## config.mk

```make
export PLATFORM = sky130hd
export DESIGN_NAME = cti_can_test_irq
export DESIGN_NICKNAME = d
export VERILOG_FILES = /design/src/hdl/cti_pkg.sv /design/src/hdl/cti_can_test_irq.sv
export SDC_FILE = /design/constraint.sdc
export NUM_CORES = 1
export LEC_CHECK = 0
export BUFFER_PORTS_ARGS = -buffer_cell sky130_fd_sc_hd__buf_4
export CORE_AREA = 2 2 207 209
export DETAILED_ROUTE_END_ITERATION = 6
export DIE_AREA = 0 0 209 211
export PLACE_DENSITY_LB_ADDON = 0.12
export SYNTH_ARGS = -nofsm -noshare
export SYNTH_HDL_FRONTEND = slang
export SYNTH_SLANG_ARGS = --single-unit
```

## constraint.sdc

```tcl
create_clock -name clk_in -period 1.9 [get_ports clk_in]
set_input_delay 0.285 -clock clk_in [delete_from_list [all_inputs] [get_ports clk_in]]
set_output_delay 0.285 -clock clk_in [all_outputs]
set_load 0.01 [all_outputs]
```

## src/hdl/cti_pkg.sv

```systemverilog
// constants for the CAN test-mode, interrupt-status and search-mask block
package cti_pkg;
    // register byte addresses on the slave bus
    localparam logic [31:0] TEST_CONTROL_ADDR = 32'hffff6858;
    localparam logic [31:0] IRQ_STATUS_ADDR   = 32'hffff685c;
    localparam logic [31:0] IRQ_ENABLE_ADDR   = 32'hffff6860;
    localparam logic [31:0] SEARCH_MASK_ADDR  = 32'hffff6864;

    // reset values
    localparam logic [7:0] TEST_CONTROL_RST = 8'h00;
    localparam logic [7:0] IRQ_STATUS_RST   = 8'h00;
    localparam logic [7:0] IRQ_ENABLE_RST   = 8'h00;
    localparam logic [7:0] SEARCH_MASK_RST  = 8'h00;

    // test control fields
    localparam int TEST_ENABLE_BIT = 0;
    localparam int TEST_SEL_LSB    = 1;

    // interrupt source positions, shared by status and enable
    localparam int SRC_ERROR   = 5;
    localparam int SRC_RXQ     = 4;
    localparam int SRC_TXQ     = 3;
    localparam int SRC_BOX0_RX = 2;
    localparam int SRC_BOXN_RX = 1;
    localparam int SRC_BOX_TX  = 0;
    localparam int NUM_SRC     = 6;

    // mailbox interrupt enable positions and receive queue control bits
    localparam int RXQ_MIER_BIT  = 61;
    localparam int TXQ_MIER_BIT  = 57;
    localparam int TX_BOX_FIRST  = 32;
    localparam int RXQ_FULL_BIT  = 6;
    localparam int RXQ_WARN_BIT  = 5;

    localparam int SEARCH_EXCLUDE_BIT = 0;

    localparam logic RECESSIVE = 1'b1;

    typedef enum logic [1:0] {
        TEST_NONE   = 2'h0,
        TEST_LISTEN = 2'h1,
        TEST_EXT    = 2'h2,
        TEST_INT    = 2'h3
    } cti_test_t;

    typedef enum logic [0:0] {
        BUS_IDLE = 1'h0,
        BUS_ACK  = 1'h1
    } cti_bus_t;
endpackage : cti_pkg

```

## src/hdl/cti_can_test_irq.sv

```systemverilog
// CAN test-mode pin routing, interrupt source status/enable and search mask
//
// What this block does
// RULE_01: test enable one turns selected test on; zero gives normal operation.
// RULE_02: select field: 00 none, 01 listen-only, 10 external loop, 11 internal.
// RULE_03: software writes test control only in halt mode.
// RULE_04: listen-only still accepts and stores valid data and remote frames.
// RULE_05: listen-only drives only recessive; no ack, overload or error flag.
// RULE_06: software requests no transmission during listen-only.
// RULE_07: external loop stores own frames as received and makes its own ack.
// RULE_08: internal loop stores own frames as received and makes its own ack.
// RULE_09: internal loop feeds transmit to receive; external receive pin ignored.
// RULE_10: internal loop holds the external transmit pin recessive.
// RULE_11: interrupt status shows raw sources before enable masking.
// RULE_12: status bit 5 is any enabled error flag; writes ignored.
// RULE_13: bit 4 set on receive queue full/warn with enable 61; write 0 clears.
// RULE_14: bit 3 set on transmit queue count hit with enable 57; write 0 clears.
// RULE_15: bit 2 set when mailbox 0 finishes storing fresh data, enable 0.
// RULE_16: bit 1 same completion for mailboxes 1 to 63 with their enables.
// RULE_17: bit 0 set when mailbox 32..63 transmit done with its enable.
// RULE_18: bits 7 and 6 of status and enable read zero; software writes zero.
// RULE_19: enable register holds one enable per source, one enables it.
// RULE_20: each request output is high while status and enable are both one.
// RULE_21: software writes the search mask only in halt mode.
// RULE_22: mask bit 0 drops mailbox 0 from search except in channel search.
//
// The Avalon-MM register port is this design's own decision.
`timescale 1ns/1ps
module cti_can_test_irq #(
    parameter int NUM_BOXES = 64
) (
    input  wire logic                   clk_in,
    input  wire logic                   arst_n_in,
    input  wire logic                   ce_in,
    input  wire logic [31:0]            avs_address_in,
    input  wire logic                   avs_read_in,
    input  wire logic                   avs_write_in,
    input  wire logic [31:0]            avs_writedata_in,
    input  wire logic [3:0]             avs_byteenable_in,
    output logic      [31:0]            avs_readdata_out,
    output logic                        avs_waitrequest_out,
    input  wire logic                   controller_reset_mode_in,
    input  wire logic                   bus_receive_pin_in,
    output logic                        bus_transmit_pin_out,
    input  wire logic                   proto_tx_in,
    output logic                        proto_rx_out,
    output logic                        proto_self_ack_out,
    output logic                        proto_listen_only_out,
    output logic                        proto_store_own_out,
    input  wire logic [7:0]             error_flag_reg_in,
    input  wire logic [7:0]             error_enable_reg_in,
    input  wire logic [7:0]             receive_queue_control_in,
    input  wire logic                   txq_count_hit_in,
    input  wire logic [NUM_BOXES-1:0]   mailbox_irq_enables_in,
    input  wire logic [NUM_BOXES-1:0]   fresh_data_flag_in,
    input  wire logic [NUM_BOXES-1:0]   storing_in_progress_flag_in,
    input  wire logic [NUM_BOXES-1:0]   transmit_done_flag_in,
    input  wire logic                   search_channel_mode_in,
    input  wire logic [NUM_BOXES-1:0]   search_candidates_in,
    output logic      [NUM_BOXES-1:0]   search_candidates_out,
    output logic                        first_box_search_exclude_out,
    output logic [cti_pkg::NUM_SRC-1:0] irq_out
);
    import cti_pkg::*;

    // ---------------- bus slave ----------------
    cti_bus_t   bus_state;
    cti_bus_t   next_bus_state;
    logic [31:0] next_readdata;
    logic       bus_req;
    logic       bus_done;
    logic       wr_test;
    logic       wr_status;
    logic       wr_enable;
    logic       wr_mask;
    logic [7:0] wdata;

    // one wait cycle gives a registered read path
    assign bus_req  = avs_read_in | avs_write_in;
    assign bus_done = (bus_state == BUS_ACK) & ce_in;
    assign avs_waitrequest_out = bus_req & ~bus_done;

    assign wdata     = avs_writedata_in[7:0];
    assign wr_test   = bus_done & avs_write_in & avs_byteenable_in[0]
                     & (avs_address_in == TEST_CONTROL_ADDR);
    assign wr_status = bus_done & avs_write_in & avs_byteenable_in[0]
                     & (avs_address_in == IRQ_STATUS_ADDR);
    assign wr_enable = bus_done & avs_write_in & avs_byteenable_in[0]
                     & (avs_address_in == IRQ_ENABLE_ADDR);
    assign wr_mask   = bus_done & avs_write_in & avs_byteenable_in[0]
                     & (avs_address_in == SEARCH_MASK_ADDR);

    // ---------------- registers ----------------
    logic [7:0] test_control_reg;
    logic [7:0] next_test_control_reg;
    logic [7:0] irq_source_status;
    logic [7:0] next_irq_source_status;
    logic [7:0] irq_enable_reg;
    logic [7:0] next_irq_enable_reg;
    logic [7:0] search_mask_reg;
    logic [7:0] next_search_mask_reg;

    always_comb begin
        next_bus_state = bus_state;
        next_readdata  = avs_readdata_out;
        case (bus_state)
            BUS_IDLE: begin
                if (bus_req) begin
                    next_bus_state = BUS_ACK;
                    next_readdata  = 32'h0;
                    // unmapped addresses read zero and ignore writes
                    case (avs_address_in)
                        TEST_CONTROL_ADDR: next_readdata[7:0] = test_control_reg;
                        IRQ_STATUS_ADDR:   next_readdata[7:0] = irq_source_status; // RULE_11
                        IRQ_ENABLE_ADDR:   next_readdata[7:0] = irq_enable_reg;
                        SEARCH_MASK_ADDR:  next_readdata[7:0] = search_mask_reg;
                        default:           next_readdata = 32'h0;
                    endcase
                end
            end
            BUS_ACK:  next_bus_state = BUS_IDLE;
            default:  next_bus_state = BUS_IDLE;
        endcase
    end

    // ---------------- test mode routing ----------------
    cti_test_t  eff_mode;
    logic       rx_meta;
    logic       rx_sync;
    logic       next_tx_pin;
    logic       next_proto_rx;

    // disabled test mode forces the normal path
    assign eff_mode = test_control_reg[TEST_ENABLE_BIT]
                    ? cti_test_t'(test_control_reg[TEST_SEL_LSB +: 2])
                    : TEST_NONE; // RULE_01 RULE_02

    always_comb begin
        next_tx_pin   = proto_tx_in;
        next_proto_rx = rx_sync; // RULE_04
        case (eff_mode)
            TEST_NONE:   next_tx_pin = proto_tx_in;
            TEST_LISTEN: next_tx_pin = RECESSIVE; // RULE_05
            TEST_EXT:    next_tx_pin = proto_tx_in; // RULE_07
            TEST_INT: begin
                next_tx_pin   = RECESSIVE; // RULE_10
                next_proto_rx = proto_tx_in; // RULE_09
            end
            default:     next_tx_pin = proto_tx_in;
        endcase
    end

    // ---------------- interrupt sources ----------------
    logic [NUM_BOXES-1:0] storing_prev;
    logic                 rxq_prev;
    logic                 txq_prev;
    logic                 boxtx_prev;
    logic [NUM_BOXES-1:0] rx_done;
    logic                 rxq_cond;
    logic                 boxtx_cond;
    logic [NUM_SRC-1:0]   src_set;
    logic [NUM_SRC-1:0]   src_clr;

    // completed store: fresh data and storing flag just fell
    assign rx_done = fresh_data_flag_in & storing_prev & ~storing_in_progress_flag_in
                   & mailbox_irq_enables_in;
    assign rxq_cond = (receive_queue_control_in[RXQ_FULL_BIT]
                    | receive_queue_control_in[RXQ_WARN_BIT])
                    & mailbox_irq_enables_in[RXQ_MIER_BIT];
    assign boxtx_cond = |(transmit_done_flag_in[NUM_BOXES-1:TX_BOX_FIRST]
                        & mailbox_irq_enables_in[NUM_BOXES-1:TX_BOX_FIRST]);

    always_comb begin
        src_set              = '0;
        src_set[SRC_ERROR]   = |(error_flag_reg_in & error_enable_reg_in); // RULE_12
        src_set[SRC_RXQ]     = rxq_cond & ~rxq_prev; // RULE_13
        src_set[SRC_TXQ]     = txq_count_hit_in & ~txq_prev
                             & mailbox_irq_enables_in[TXQ_MIER_BIT]; // RULE_14
        src_set[SRC_BOX0_RX] = rx_done[0]; // RULE_15
        src_set[SRC_BOXN_RX] = |rx_done[NUM_BOXES-1:1]; // RULE_16
        src_set[SRC_BOX_TX]  = boxtx_cond & ~boxtx_prev; // RULE_17
        // writing zero clears, writing one leaves the bit alone
        src_clr = wr_status ? ~wdata[NUM_SRC-1:0] : '0;
        src_clr[SRC_ERROR] = 1'b0; // RULE_12
    end

    always_comb begin
        next_test_control_reg = test_control_reg;
        next_irq_enable_reg   = irq_enable_reg;
        next_search_mask_reg  = search_mask_reg;
        next_irq_source_status = 8'h00;
        // hardware set beats a same-cycle software clear
        next_irq_source_status[NUM_SRC-1:0] = (irq_source_status[NUM_SRC-1:0] & ~src_clr)
                                            | src_set; // RULE_13 RULE_14
        // error source follows its flags live
        next_irq_source_status[SRC_ERROR] = src_set[SRC_ERROR]; // RULE_12
        if (wr_test) begin
            next_test_control_reg = {5'h0, wdata[2:0]};
        end
        if (wr_enable) begin
            next_irq_enable_reg = {2'h0, wdata[NUM_SRC-1:0]}; // RULE_18 RULE_19
        end
        if (wr_mask) begin
            next_search_mask_reg = {7'h0, wdata[SEARCH_EXCLUDE_BIT]};
        end
        // controller reset mode reinitialises all but the enable register
        if (controller_reset_mode_in) begin
            next_test_control_reg  = TEST_CONTROL_RST;
            next_irq_source_status = IRQ_STATUS_RST;
            next_search_mask_reg   = SEARCH_MASK_RST;
        end
    end

    // ---------------- search mask ----------------
    logic                 next_exclude;
    logic [NUM_BOXES-1:0] next_candidates;

    always_comb begin
        next_exclude    = search_mask_reg[SEARCH_EXCLUDE_BIT] & ~search_channel_mode_in;
        next_candidates = search_candidates_in;
        if (next_exclude) begin
            next_candidates[0] = 1'b0; // RULE_22
        end
    end

    // ---------------- state registers ----------------
    always_ff @(posedge clk_in or negedge arst_n_in) begin
        if (!arst_n_in) begin
            bus_state                    <= BUS_IDLE;
            avs_readdata_out             <= 32'h0;
            test_control_reg             <= TEST_CONTROL_RST;
            irq_source_status            <= IRQ_STATUS_RST;
            irq_enable_reg               <= IRQ_ENABLE_RST;
            search_mask_reg              <= SEARCH_MASK_RST;
            rx_meta                      <= RECESSIVE;
            rx_sync                      <= RECESSIVE;
            bus_transmit_pin_out         <= RECESSIVE;
            proto_rx_out                 <= RECESSIVE;
            storing_prev                 <= '0;
            rxq_prev                     <= 1'b0;
            txq_prev                     <= 1'b0;
            boxtx_prev                   <= 1'b0;
            first_box_search_exclude_out <= 1'b0;
            search_candidates_out        <= '0;
        end else if (ce_in) begin
            bus_state                    <= next_bus_state;
            avs_readdata_out             <= next_readdata;
            test_control_reg             <= next_test_control_reg;
            irq_source_status            <= next_irq_source_status;
            irq_enable_reg               <= next_irq_enable_reg;
            search_mask_reg              <= next_search_mask_reg;
            rx_meta                      <= bus_receive_pin_in;
            rx_sync                      <= rx_meta;
            bus_transmit_pin_out         <= next_tx_pin;
            proto_rx_out                 <= next_proto_rx;
            storing_prev                 <= storing_in_progress_flag_in;
            rxq_prev                     <= rxq_cond;
            txq_prev                     <= txq_count_hit_in;
            boxtx_prev                   <= boxtx_cond;
            first_box_search_exclude_out <= next_exclude;
            search_candidates_out        <= next_candidates;
        end
    end

    // protocol qualifiers derive from registered mode, so they are glitch free
    assign proto_listen_only_out = (eff_mode == TEST_LISTEN); // RULE_05
    assign proto_self_ack_out    = (eff_mode == TEST_EXT) | (eff_mode == TEST_INT); // RULE_07 RULE_08
    assign proto_store_own_out   = proto_self_ack_out; // RULE_08
    assign irq_out = irq_source_status[NUM_SRC-1:0] & irq_enable_reg[NUM_SRC-1:0]; // RULE_20
endmodule : cti_can_test_irq

```

**Word level (Yosys, flattened, before mapping)**

Cells that the tools add are included.

- Input port bits: 422
- Register bits: 173
- Word-level logic and storage cells: 82
- Output and inout bits: 109

- Reductions and logical operators: 12
- Bitwise gates (word level): 34
- Mux-type cells: 13
- Eq/ne operators: 7

Operators with widths:

| cell | number |
|---|---|
| 64-bit AND | 3 |
| 32-bit == test (second input constant) | 4 |
| 64-bit inverter | 1 |
| 63-bit OR reduction | 1 |
| 32-bit AND | 1 |
| 8-bit two-way mux | 4 |
| 8-bit one-hot mux with 4 select lines | 1 |
| 32-bit OR reduction | 1 |
| 1-bit AND | 14 |
| 5-bit inverter | 2 |
| 8-bit AND | 1 |
| 8-bit OR reduction | 1 |
| 6-bit AND | 1 |
| 6-bit two-way mux | 1 |
| 1-bit inverter | 6 |
| 2-bit AND reduction | 3 |
| 5-bit AND | 1 |
| 5-bit two-way mux | 1 |
| 5-bit OR | 1 |
| 2-bit == test (second input constant) | 2 |
| 1-bit one-hot mux with 2 select lines | 2 |
| 2-bit nonzero test | 2 |
| 2-bit OR reduction | 2 |
| 1-bit two-way mux | 3 |
| 5 further kinds | 7 |

**Longest topological paths before layout**

Gate-level depths: netlist of run 1.

- Depth in word-level cells: 9
- Gate-level depth with buffers: 6
- Gate-level depth less buffers: 5

**Least setup slack after synthesis of run 1**

OpenSTA, ideal clock, no wires.

- Kind: input port to flip-flop
- From: input port avs_address_in[8]
- To: register irq_source_status[1]
- Arrival: 1825 ps
- Stages: 5
- Setup slack: -46 ps
- Setup time: 122 ps
- Required time: 1778 ps
- Path through: or4b_4 -> nor4_4 -> nand3_2 -> or4_1 -> a32o_1

- Longest elaborated chain between the ends: 7

Ends and longest elaborated chain:

| what | line | source |
|---|---|---|
| from (decl) | cti_can_test_irq.sv:35 | `input wire logic [31:0] avs_address_in,` |
| 32-bit == test | cti_can_test_irq.sv:87 | `& (avs_address_in == IRQ_STATUS_ADDR);` |
| 1-bit AND | cti_can_test_irq.sv:87 |  |
| 5-bit two-way mux | cti_can_test_irq.sv:183 | `src_clr = wr_status ? ~wdata[NUM_SRC-1:0] : '0;` |
| 5-bit inverter | cti_can_test_irq.sv:193 | `next_irq_source_status[NUM_SRC-1:0] = (irq_source_status[NUM_SRC-1:0] & ~src_clr)` |
| 5-bit AND | cti_can_test_irq.sv:193 |  |
| 5-bit OR | cti_can_test_irq.sv:194 | `\| src_set;` |
| 6-bit two-way mux | cti_can_test_irq.sv:207 | `if (controller_reset_mode_in) begin` |
| to (signal assigned) | cti_can_test_irq.sv:249 | `irq_source_status <= next_irq_source_status;` |
| to (decl) | cti_can_test_irq.sv:96 | `logic [7:0] irq_source_status;` |

No other way between the ends.
A chain may end at the register's enable or synchronous reset.

**Worst setup path in the final report of run 1**

- From: register storing_prev[54]
- To: register irq_source_status[1]

- Longest elaborated chain between the ends: 6

Ends and longest elaborated chain:

| what | line | source |
|---|---|---|
| from (decl) | cti_can_test_irq.sv:154 | `logic [NUM_BOXES-1:0] storing_prev;` |
| from (signal assigned) | cti_can_test_irq.sv:256 | `storing_prev <= storing_in_progress_flag_in;` |
| 64-bit AND (2 in series) | cti_can_test_irq.sv:165 | `assign rx_done = fresh_data_flag_in & storing_prev & ~storing_in_progress_flag_in` |
| 64-bit AND | cti_can_test_irq.sv:166 | `& mailbox_irq_enables_in;` |
| 63-bit OR reduction | cti_can_test_irq.sv:180 | `src_set[SRC_BOXN_RX] = \|rx_done[NUM_BOXES-1:1];` |
| 5-bit OR | cti_can_test_irq.sv:194 |  |
| 6-bit two-way mux | cti_can_test_irq.sv:207 |  |

No other way between the ends.

==> summary.txt, run 1 <==
Outcome
  • Status: complete, no violations

Floorplan
  • CORE AREA: 0.04176 mm^2
  • Die width: approximately 210 um
  • I/O Pins: 531
  • Initial core utilization: 17.69%
  • Die height: 211 um
  • Die area: ~0.044 mm^2
  • FP Rows: 75

Pwr
  • Pint: 7.052 mW
  • Seq pwr share: 41.2%
  • Part of the power in the clock network: 40.5%
  • Sw Share: 25.36%
  • Combinational group share of total power: 18.3%
  • Sw power: 2.396 mW
  • Pwr per Cell Area: 781.3 mW/mm^2
  • Leak Pwr: 5.532 nW
  • VDD IR-drop max: 0.6499 mV

Timing
  • Setup_tns: 0 ns
  • Slew Viols, Final: 0
  • Relative slew slack: 64.07%
  • Post-layout worst setup margin: 0.1339 ns
  • Crit path time final: 1.766 ns
  • Slew @ Worst Pin: 0.5389 ns
  • Clk_skew: just under 0.009 ns
  • Fin crit share: 92.95%
  • Fmax: 566.2 MHz
  • Final Hold Fails: 0
  • RSZ-0062 raised after global routing: false
  • # setup viols final: 0

Routing
  • Top sig layer: met4
  • Metal2 WL: 15.84 mm
  • Via Count: 6527
  • WL/cell: 19.31 um
  • Total wire length: 30.66 mm
  • Via-per-instance ratio: about 4.1
  • First-pass DRT Iterations: 4
  • Antenna-violating nets left: 0
  • Wire length on met1: 11.62 mm
  • Metal3 WL: 2.615 mm
  • Post-route DRC: 0
  • DR iter-0 viols: 201

Clocking
  • Worst-Skew Late Latency: about 0.45 ns
  • Clock sink count: about 160
  • CTS tree: yes
  • Clk buf depth: 2
  • Clock slew at reported path FFs: about 0.07 ns
  • H-tree depth: 4
  • CTS root buffer: clkbuf_16
  • Cts bufs inserted: 17
  • Post-CTS Setup Bufs: 0

Synth
  • Largest area contributor in the netlist: dfrtp_1
  • Post-Syn Instances: 574
  • Post-synth top area share: roughly 53%
  • Count leader, synth: dfrtp_1
  • Synth top area cells: dfrtp_1, mux2_2, nand4b_1
  • Syn avg cell area: 12.87 um^2
  • Distinct cell type count after synthesis: 39
  • Seq/Total Area, Yosys: a little over half
  • Commonest cells post-synth: dfrtp_1, mux2_2, nand4b_1
  • Yosys Warn Count: 0
  • Post-synth EDFFs: 0
  • Async S/R FF share, synth: 100.0%
  • Synth Cell Area: 0.007387 mm^2
  • Predominant post-synthesis flop cell: dfrtp_1
  • Synth Register Bits: 159

Setup path
  • Crit Path Max Fanout: 2
  • CP Data Arrival Time: 2.11 ns
  • FF-to-FF Start: storing_prev[54]
  • Crit path required time: 2.25 ns
  • Crit path to: irq_source_status[1]
  • Worst setup path startpoint: storing_prev[54]
  • Startpoint types: flop
  • WS Path Type: reg -> reg
  • R2R setup slack: 0.13 ns
  • Worst Setup End Kind: flop
  • Crit Reg-Reg Endpoint: irq_source_status[1]
  • Path depth of the worst reg2reg path: 6

Hold path
  • Hold Path Class: in -> reg

Job
  • MaxCap Viol Count: 0

GRT
  • Largest net degree at the start of global routing: 82
  • Vias in the first global route: 7261
  • Initial antenna violation count: 0
  • First-pass GRT wire length: 44.83 mm
  • GRT Resource Usage Total: between 10 and 15%
  • Grt total ovfl: 0

Finish
  • Finished Layout Cells: 1588
  • Area grow syn2layout: 63.69%
  • Nets: 1459
  • Largest registers: search_candidates_out x64, storing_prev x64
  • Post-Route Utilization: 28.96%
  • Design Area, Final: 0.01209 mm^2
  • Share of cells above drive strength 1: between 60% and 70%
  • Ant diodes: 0

Placed design
  • Setup Slack @ Placement: -0.2312 ns
  • Dpl cells: 1556
  • I/O Buffers: 437
  • Post-DP Area: roughly 0.011 mm^2
  • DP Wirelength: 24.95 mm
  • Gp weighted congestion: roughly 0.76
==> cells by family (layout without fill, tap and decap cells) <==
kind of cell,count (synthesis),count (layout),synth area share (%)
compound gates,57,57,5.335
buf+inv,55,505,4.166
flops,159,159,53.93
mux,142,142,21.56
simple gates,160,160,14.96
other cells,1,26,0.05076
==> through the flow <==
step           total power, mW  hold WS (ns)
2_1_floorplan            4.564      -0.01059
6_report                 9.447       0.06307
3_3_place_gp             5.693        0.2829
4_1_cts                  9.629       0.02577
3_5_place_dp             5.707        0.2791
5_1_grt                  9.933       0.03368
==> worst max-delay path, cell delays in order (launching register included) <==
cell and delay (ns):
dfrtp_1 0.37, nand4b_1 0.20, nand4_1 0.21, nor4_4 0.29
buf_4 0.16, nand4_1 0.17, a32o_1 0.26
==> cell type report <==
class                   count  area, um^2
repair buffers            465        3551
flip-flops and latches    159        3984
multi-input cells         385        3219
well taps                 539       674.4
inverters                   9       33.78
clock buffers              21       470.5
fillers                  4329       29670
clock inverters            10       158.9
==> cells in the final DEF, fill, tap and decap left out, types with 3 or more instances in the layout <==
cell and instances:
a31oi_1 3, nor4_1 3, buf_4 458, conb_1 26, nand4_1 28, clkinv_2 3, nor4_4 3, a22oi_1 20
o22ai_1 3, and2_1 6, buf_12 4, nor3_1 7, dfstp_2 4, inv_1 9, nand4b_1 64, dfrtp_1 155
o311ai_0 4, a21oi_1 10, nor2_1 13, nand2_1 22, o21ai_0 5, bufinv_16 4, clkbuf_16 17, clkbuf_8 3
mux2_2 137, mux2i_1 5, o31ai_1 6, nor3b_1 3
==> power by group through the flow <==
stage	sequential [mW]	combinational, mW	clock, mW
6_report	3.89	1.73	3.83
5_1_grt	3.94	1.89	4.11
4_1_cts	3.89	1.77	3.96
3_5_place_dp	3.95	1.76	0
3_3_place_gp	3.95	1.75	0
2_1_floorplan	3.98	0.582	0
==> per-layer routing <==
metal,global-route usage [%],vias to the layer above
li1,-,3068
met1,15.27,3148
met2,24.79,285
met3,4.906,26
met4,5.172,0
met5,0,-
==> worst min path at each step <==
stage,startpoint,to,depth (start not counted)
after floorplan,arst_n_in,avs_readdata_out[0],0
after global placement,arst_n_in,search_candidates_out[23],1
after detailed placement,arst_n_in,search_candidates_out[23],1
after CTS,search_candidates_in[49],search_candidates_out[49],2
after global routing,search_candidates_in[4],search_candidates_out[4],2
final,search_candidates_in[62],search_candidates_out[62],2
==> what timing repair did <==
item                                    in CTS  in global routing
hold buffers                                 1                  0
pin swaps                                    0                  1
gates resized for setup                      3                  1
endpoints found under the setup margin       1                  1
endpoints found under the hold margin       38                  0
Note: power is estimated with default switching activity, not from simulation.
==> run 2, diff against run 1 <==
==> constraint.sdc (replaced) <==
create_clock -name clk_in -period 1.9 [get_ports clk_in]
set_input_delay 0.19 -clock clk_in [delete_from_list [all_inputs] [get_ports clk_in]]
set_output_delay 0.19 -clock clk_in [all_outputs]
set_load 0.01 [all_outputs]
==> summary.txt, run 2 (synthesis gave the netlist of run 1 again) <==
Floorplan
  • FP Rows: 75 (unchanged)
  • I/O Pins: 531 (unchanged)
  • CORE AREA: 0.04176 mm^2 (unchanged)
  • Die width: 209 um (unchanged)
  • Die area: 0.04410 mm^2 (unchanged)
  • Initial core utilization: 17.69% (unchanged)
  • Die height: 211 um (unchanged)

Hold path
  • Hold path endpoint: bus_transmit_pin_out (was search_candidates_out[62])
  • Hold Path Class: in -> reg (unchanged)
  • Hold Path Stages: 3 (was 2)
  • Critical hold path startpoint: proto_tx_in (was search_candidates_in[62])

Setup path
  • FF-to-FF Start: storing_prev[51] (was storing_prev[54])
  • Slowest-stage cell, CP: dfrtp_1 (unchanged)
  • Crit path required time: 2.23 ns (was 2.25 ns)
  • Worst Setup End Kind: flop (unchanged)
  • CP peak stage delay: 0.38 ns (was 0.37 ns)
  • R2R setup slack: 0.13 ns (about the same)
  • Bufs and invs on worst path: 1 (unchanged)
  • CP Data Arrival Time: 2.11 ns (about the same)
  • Path depth of the worst reg2reg path: 6 (unchanged)
  • WS Path Type: reg -> reg (unchanged)
  • Crit Reg-Reg Endpoint: irq_source_status[1] (unchanged)
  • Cell Chain, Critical Path: nand4b_1 -> nand4_1 -> nor4_4 -> buf_4 -> nand4_1 -> a32o_1 (unchanged)
  • Crit Path Max Fanout: 2 (unchanged)
  • Top cell by count, worst path: nand4_1 (unchanged)
  • Crit-path leading delay family: simple AND/OR/NAND/NOR gates (unchanged)
  • Startpoint types: flop (unchanged)

Timing
  • Fin crit share: 93.33% (was 92.95%)
  • # setup viols final: 0 (unchanged)
  • Fmax: 563.9 MHz (was 566.2 MHz)
  • Slew Viols, Final: 0 (unchanged)
  • RSZ-0062 raised after global routing: false (unchanged)
  • Crit path time final: 1.773 ns (was 1.766 ns)
  • Slew @ Worst Pin: 0.7467 ns (was 0.5389 ns)
  • Final Hold Fails: 0 (unchanged)
  • Clk_skew: 0.009258 ns (was 0.008748 ns)
  • Relative slew slack: 50.22% (was 64.07%)

GRT
  • Largest net degree at the start of global routing: 63 (was 82)
  • Grt total ovfl: 0 (unchanged)
  • Initial antenna violation count: 0 (unchanged)
  • Vias in the first global route: 7623 (was 7261)
  • First-pass GRT wire length: 45.76 mm (was 44.83 mm)
  • GRT Resource Usage Total: 13.96% (was 13.94%)

Placed design
  • Gp weighted congestion: 0.7866 (was 0.7607)
  • DP Wirelength: 24.74 mm (was 24.95 mm)
  • Dpl cells: 1554 (was 1556)
  • I/O Buffers: 437 (unchanged)

Routing
  • Total wire length: 30.82 mm (was 30.66 mm)
  • Via Count: 6999 (was 6527)
  • WL/cell: 17.87 um (was 19.31 um)
  • Via-per-instance ratio: 4.057 (was 4.110)
  • Antenna-violating nets left: 0 (unchanged)
  • DR iter-0 viols: 206 (was 201)
  • Post-route DRC: 0 (unchanged)
  • First-pass DRT Iterations: 4 (unchanged)

Finish
  • Largest registers: search_candidates_out x64, storing_prev x64 (unchanged)
  • Post-Route Utilization: 32.26% (was 28.96%)
  • Nets: 1595 (was 1459)
  • Area grow syn2layout: 82.38% (was 63.69%)
  • Share of cells above drive strength 1: 54.13% (was 61.11%)
  • Finished Layout Cells: 1725 (was 1588)
  • Ant diodes: 0 (unchanged)
  • Leading cell type in the layout, fill and taps excluded: buf_4 (unchanged)
  • Most frequent cells in the layout: buf_4, dfrtp_1, dlygate4sd3_1 (was buf_4, dfrtp_1, mux2_2)

Clocking
  • Clock slew at reported path FFs: 0.07 ns (about the same)
  • Cts bufs inserted: 17 (unchanged)
  • Clk buf depth: 2 (unchanged)
  • CTS root buffer: clkbuf_16 (unchanged)
  • H-tree depth: 4 (unchanged)
  • Clock sink count: 159 (unchanged)
  • CTS tree: yes (unchanged)
  • Worst-Skew Late Latency: 0.44 ns (was 0.45 ns)
  • Post-CTS Setup Bufs: 0 (unchanged)

Pwr
  • VDD IR-drop max: 0.5865 mV (was 0.6499 mV)
  • Pwr per Cell Area: 718.4 mW/mm^2 (was 781.3 mW/mm^2)
  • Total power: 9.679 mW (was 9.447 mW)
  • Leak Pwr: 6.099 nW (was 5.532 nW)

Job
  • MaxCap Viol Count: 0 (unchanged)

Outcome
  • Status: complete, no violations (unchanged)
[run 2: what timing repair did]
action,in CTS,in global routing
setup endpoints to repair,1,1
pin swaps,0,3
resized for setup,3,3
hold buffers,139,0
hold endpoints to repair,172,0
[run 2: per-layer routing]
layer  track usage [%]  wire [um]  part of all wire, %  vias up
met2             25.29      16350                   53      254
met4             4.310        487                  1.6        0
met3             4.163       2047                  6.6       28
met5                 0          0                    0        -
met1             15.73      11940                   39     3361
li1                  -          -                    -     3356
[run 2: worst min-delay path, delay by kind of cell]
kind | cells | cell delay, ns
AOI/OAI and AO/OA | 2 | 0.17
buffers and inverters | 1 | 0.09
[run 2: worst max path at each step]
stage | start | to | slack [ns] | cells after the start
5_1_grt | storing_prev[25] | irq_source_status[1] | 0.003 | 6
3_5_place_dp | storing_prev[57] | irq_source_status[1] | -0.26 | 6
4_1_cts | storing_prev[28] | irq_source_status[1] | 0.03 | 6
3_3_place_gp | storing_prev[57] | irq_source_status[1] | -0.27 | 6
6_report | storing_prev[51] | irq_source_status[1] | 0.13 | 6
2_1_floorplan | avs_address_in[8] | irq_source_status[1] | 0.05 | 5
[run 2: power by group]
group	switching (mW)	leakage (nW)	internal, mW	total (mW)
Combinational	0.736	3.90	1.23	1.97
Sequential	0.183	1.90	3.71	3.89
Clock	1.57	0.303	2.24	3.82
Total	2.49	6.10	7.19	9.68
[run 2: final cells by class]
cell class / instances / area [um^2]
multi-input cells: 385 / 3232
flip-flops and latches: 159 / 3984
clock inverters: 13 / 188.9
fillers: 4296 / 28290
repair buffers: 601 / 4917
inverters: 9 / 33.78
clock buffers: 19 / 442.9
well taps: 539 / 674.4
[run 2: stage by stage]
step / TNS (ns) / setup WS [ns] / cell area [um^2] / hold WS (ns)
floorplan: 0 / 0.04868 / 7481 / -0.1056
global placement: -1.151 / -0.2672 / 11410 / 0.1667
detailed placement: -1.408 / -0.2609 / 11410 / 0.1616
CTS: 0 / 0.02689 / 13450 / 0.009690
global route: 0 / 0.003054 / 13470 / 0.04103
finish: 0 / 0.1268 / 13470 / 0.04603
==> run 3, diff against run 2 <==
--- a/config.mk
+++ b/config.mk
@@ -10,6 +10,7 @@
 export DETAILED_ROUTE_END_ITERATION = 6
 export DIE_AREA = 0 0 209 211
 export PLACE_DENSITY_LB_ADDON = 0.12
+export REMOVE_ABC_BUFFERS = 1
 export SYNTH_ARGS = -nofsm -noshare
 export SYNTH_HDL_FRONTEND = slang
 export SYNTH_SLANG_ARGS = --single-unit
==> summary.txt, run 3 (synthesis gave the netlist of run 1 again) <==
Outcome
  • Status: complete, no violations (unchanged)

Timing
  • Crit path time final: 1.775 ns (was 1.773 ns)
  • Setup_tns: 0 ns (unchanged)
  • Clk_skew: 0.01386 ns (was 0.009258 ns)
  • WHS: 0.05540 ns (was 0.04603 ns)
  • Final Hold Fails: 0 (unchanged)
  • Fmax: 563.5 MHz (was 563.9 MHz)
  • RSZ-0062 raised after global routing: false (unchanged)
  • Relative slew slack: 60.13% (was 50.22%)
  • Fin crit share: 93.41% (was 93.33%)
  • # setup viols final: 0 (unchanged)
  • Slew @ Worst Pin: 0.5981 ns (was 0.7467 ns)
  • Slew Viols, Final: 0 (unchanged)

Routing
  • First-pass DRT Iterations: 4 (unchanged)
  • Antenna-violating nets left: 0 (unchanged)
  • DR iter-0 viols: 289 (was 206)
  • Post-route DRC: 0 (unchanged)
  • Via-per-instance ratio: 4.108 (was 4.057)
  • Total wire length: 31.88 mm (was 30.82 mm)
  • Via Count: 7111 (was 6999)
  • WL/cell: 18.42 um (was 17.87 um)

Floorplan
  • Die width: 209 um (unchanged)
  • CORE AREA: 0.04176 mm^2 (unchanged)
  • Die height: 211 um (unchanged)
  • FP Rows: 75 (unchanged)
  • Die area: 0.04410 mm^2 (unchanged)
  • Initial core utilization: 17.69% (unchanged)
  • I/O Pins: 531 (unchanged)

GRT
  • Grt total ovfl: 0 (unchanged)
  • Vias in the first global route: 7858 (was 7623)
  • Largest net degree at the start of global routing: 52 (was 63)
  • Initial antenna violation count: 0 (unchanged)
  • GRT Resource Usage Total: 14.44% (was 13.96%)
  • First-pass GRT wire length: 47.14 mm (was 45.76 mm)

Setup path
  • Crit path required time: 2.23 ns (about the same)
  • Startpoint types: primary input (was flop)
  • CP Data Arrival Time: 2.11 ns (about the same)
  • WS Path Type: in -> reg (was reg -> reg)
  • Crit Path Max Fanout: 2 (unchanged)
  • Worst Setup End Kind: flop (unchanged)

Finish
  • Nets: 1601 (was 1595)
  • Area grow syn2layout: 83.13% (was 82.38%)
  • Share of cells above drive strength 1: 54.28% (was 54.13%)
  • Post-Route Utilization: 32.40% (was 32.26%)
  • Ant diodes: 0 (unchanged)
  • Most frequent cells in the layout: buf_4, dfrtp_1, dlygate4sd3_1 (unchanged)
  • Largest registers: search_candidates_out x64, storing_prev x64 (unchanged)
  • Finished Layout Cells: 1731 (was 1725)
  • Leading cell type in the layout, fill and taps excluded: buf_4 (unchanged)

Placed design
  • DP Wirelength: 25.68 mm (was 24.74 mm)
  • I/O Buffers: 437 (unchanged)
  • Gp weighted congestion: 0.7669 (was 0.7866)
  • Dpl cells: 1560 (was 1554)

Job
  • MaxCap Viol Count: 0 (unchanged)

Pwr
  • VDD IR-drop max: 0.6097 mV (was 0.5865 mV)
  • Leak Pwr: 6.136 nW (was 6.099 nW)
  • Pwr per Cell Area: 715.6 mW/mm^2 (was 718.4 mW/mm^2)
  • Total power: 9.681 mW (was 9.679 mW)

Clocking
  • Clock slew at reported path FFs: 0.06 ns (was 0.07 ns)
  • Clk buf depth: 2 (unchanged)
  • H-tree depth: 4 (unchanged)
  • CTS tree: yes (unchanged)
  • Cts bufs inserted: 17 (unchanged)
  • CTS root buffer: clkbuf_16 (unchanged)
  • Clock sink count: 159 (unchanged)
  • Worst-Skew Late Latency: 0.45 ns (was 0.44 ns)

Hold path
  • Hold Path Class: in -> reg (unchanged)
-- run 3: cell count changes in the layout (fill, tap and decap cells not counted) --
cell and delta:
nor4_2 +1, nor4_1 +1, inv_6 +1, buf_4 +4, buf_12 +2, clkinv_2 -1
clkinv_4 -1, clkbuf_8 +1, nor4_4 -2
-- run 3: final timing paths --
path / from / to / slack, ns / cells after the start
setup / recovery: storing_in_progress_flag_in[57] / irq_source_status[1] / 0.13 / 8
hold / removal: proto_tx_in / bus_transmit_pin_out / 0.06 / 3
setup reg to reg: storing_prev[46] / irq_source_status[1] / 0.16 / 6
hold reg to reg: avs_readdata_out[5] / avs_readdata_out[5] / 0.49 / 2
max in group asynchronous: arst_n_in / rx_meta / 0.90 / 3
min in group asynchronous: arst_n_in / search_candidates_out[38] / 0.30 / 2
-- run 3: worst max-delay path, stage by stage --
cell,delay (ns)
dlygate4sd3_1,0.57
buf_4,0.12
nand4b_1,0.13
nand4_1,0.15
nor4_2,0.37
buf_4,0.17
nand4_1,0.15
a32o_1,0.25
-- run 3: repair_timing --
item                       CTS  global route
setup endpoints to repair    1             0
gates resized for setup      3             0
hold buffers               139             0
hold endpoints to repair   180             0
buffers inserted             0             0
-- run 3: report_power, final --
part	total, mW	switching (mW)	internal, mW
logic	1.98	0.740	1.24
clock network	3.81	1.53	2.28
registers	3.89	0.180	3.71
total	9.68	2.45	7.23
-- run 3: per-stage QoR --
stage / worst slack (ns) / cell area (um^2)
4_1_cts: 0.003973 / 13530
5_1_grt: 0.02120 / 13530
3_3_place_gp: -0.1570 / 11480
3_5_place_dp: -0.1538 / 11480
2_1_floorplan: 0.04868 / 7207
6_report: 0.1253 / 13530
-- run 3: layout make-up --
cell class	count	area (um^2)
Clock buffer	20	456.7
Clock inverter	12	183.9
Tap cell	539	674.4
Multi-Input combinational cell	385	3208
Inverter	9	33.78
Fill cell	4339	28230
Sequential cell	159	3984
Timing Repair Buffer	607	4987
-- run 3: per-layer routing --
layer,GRT usage [%],vias to the layer above,wire length [um]
met1,16.59,3419,12860
met4,4.729,0,606
met5,0,-,0
met2,24.95,304,15750
li1,-,3358,-
met3,5.204,30,2657
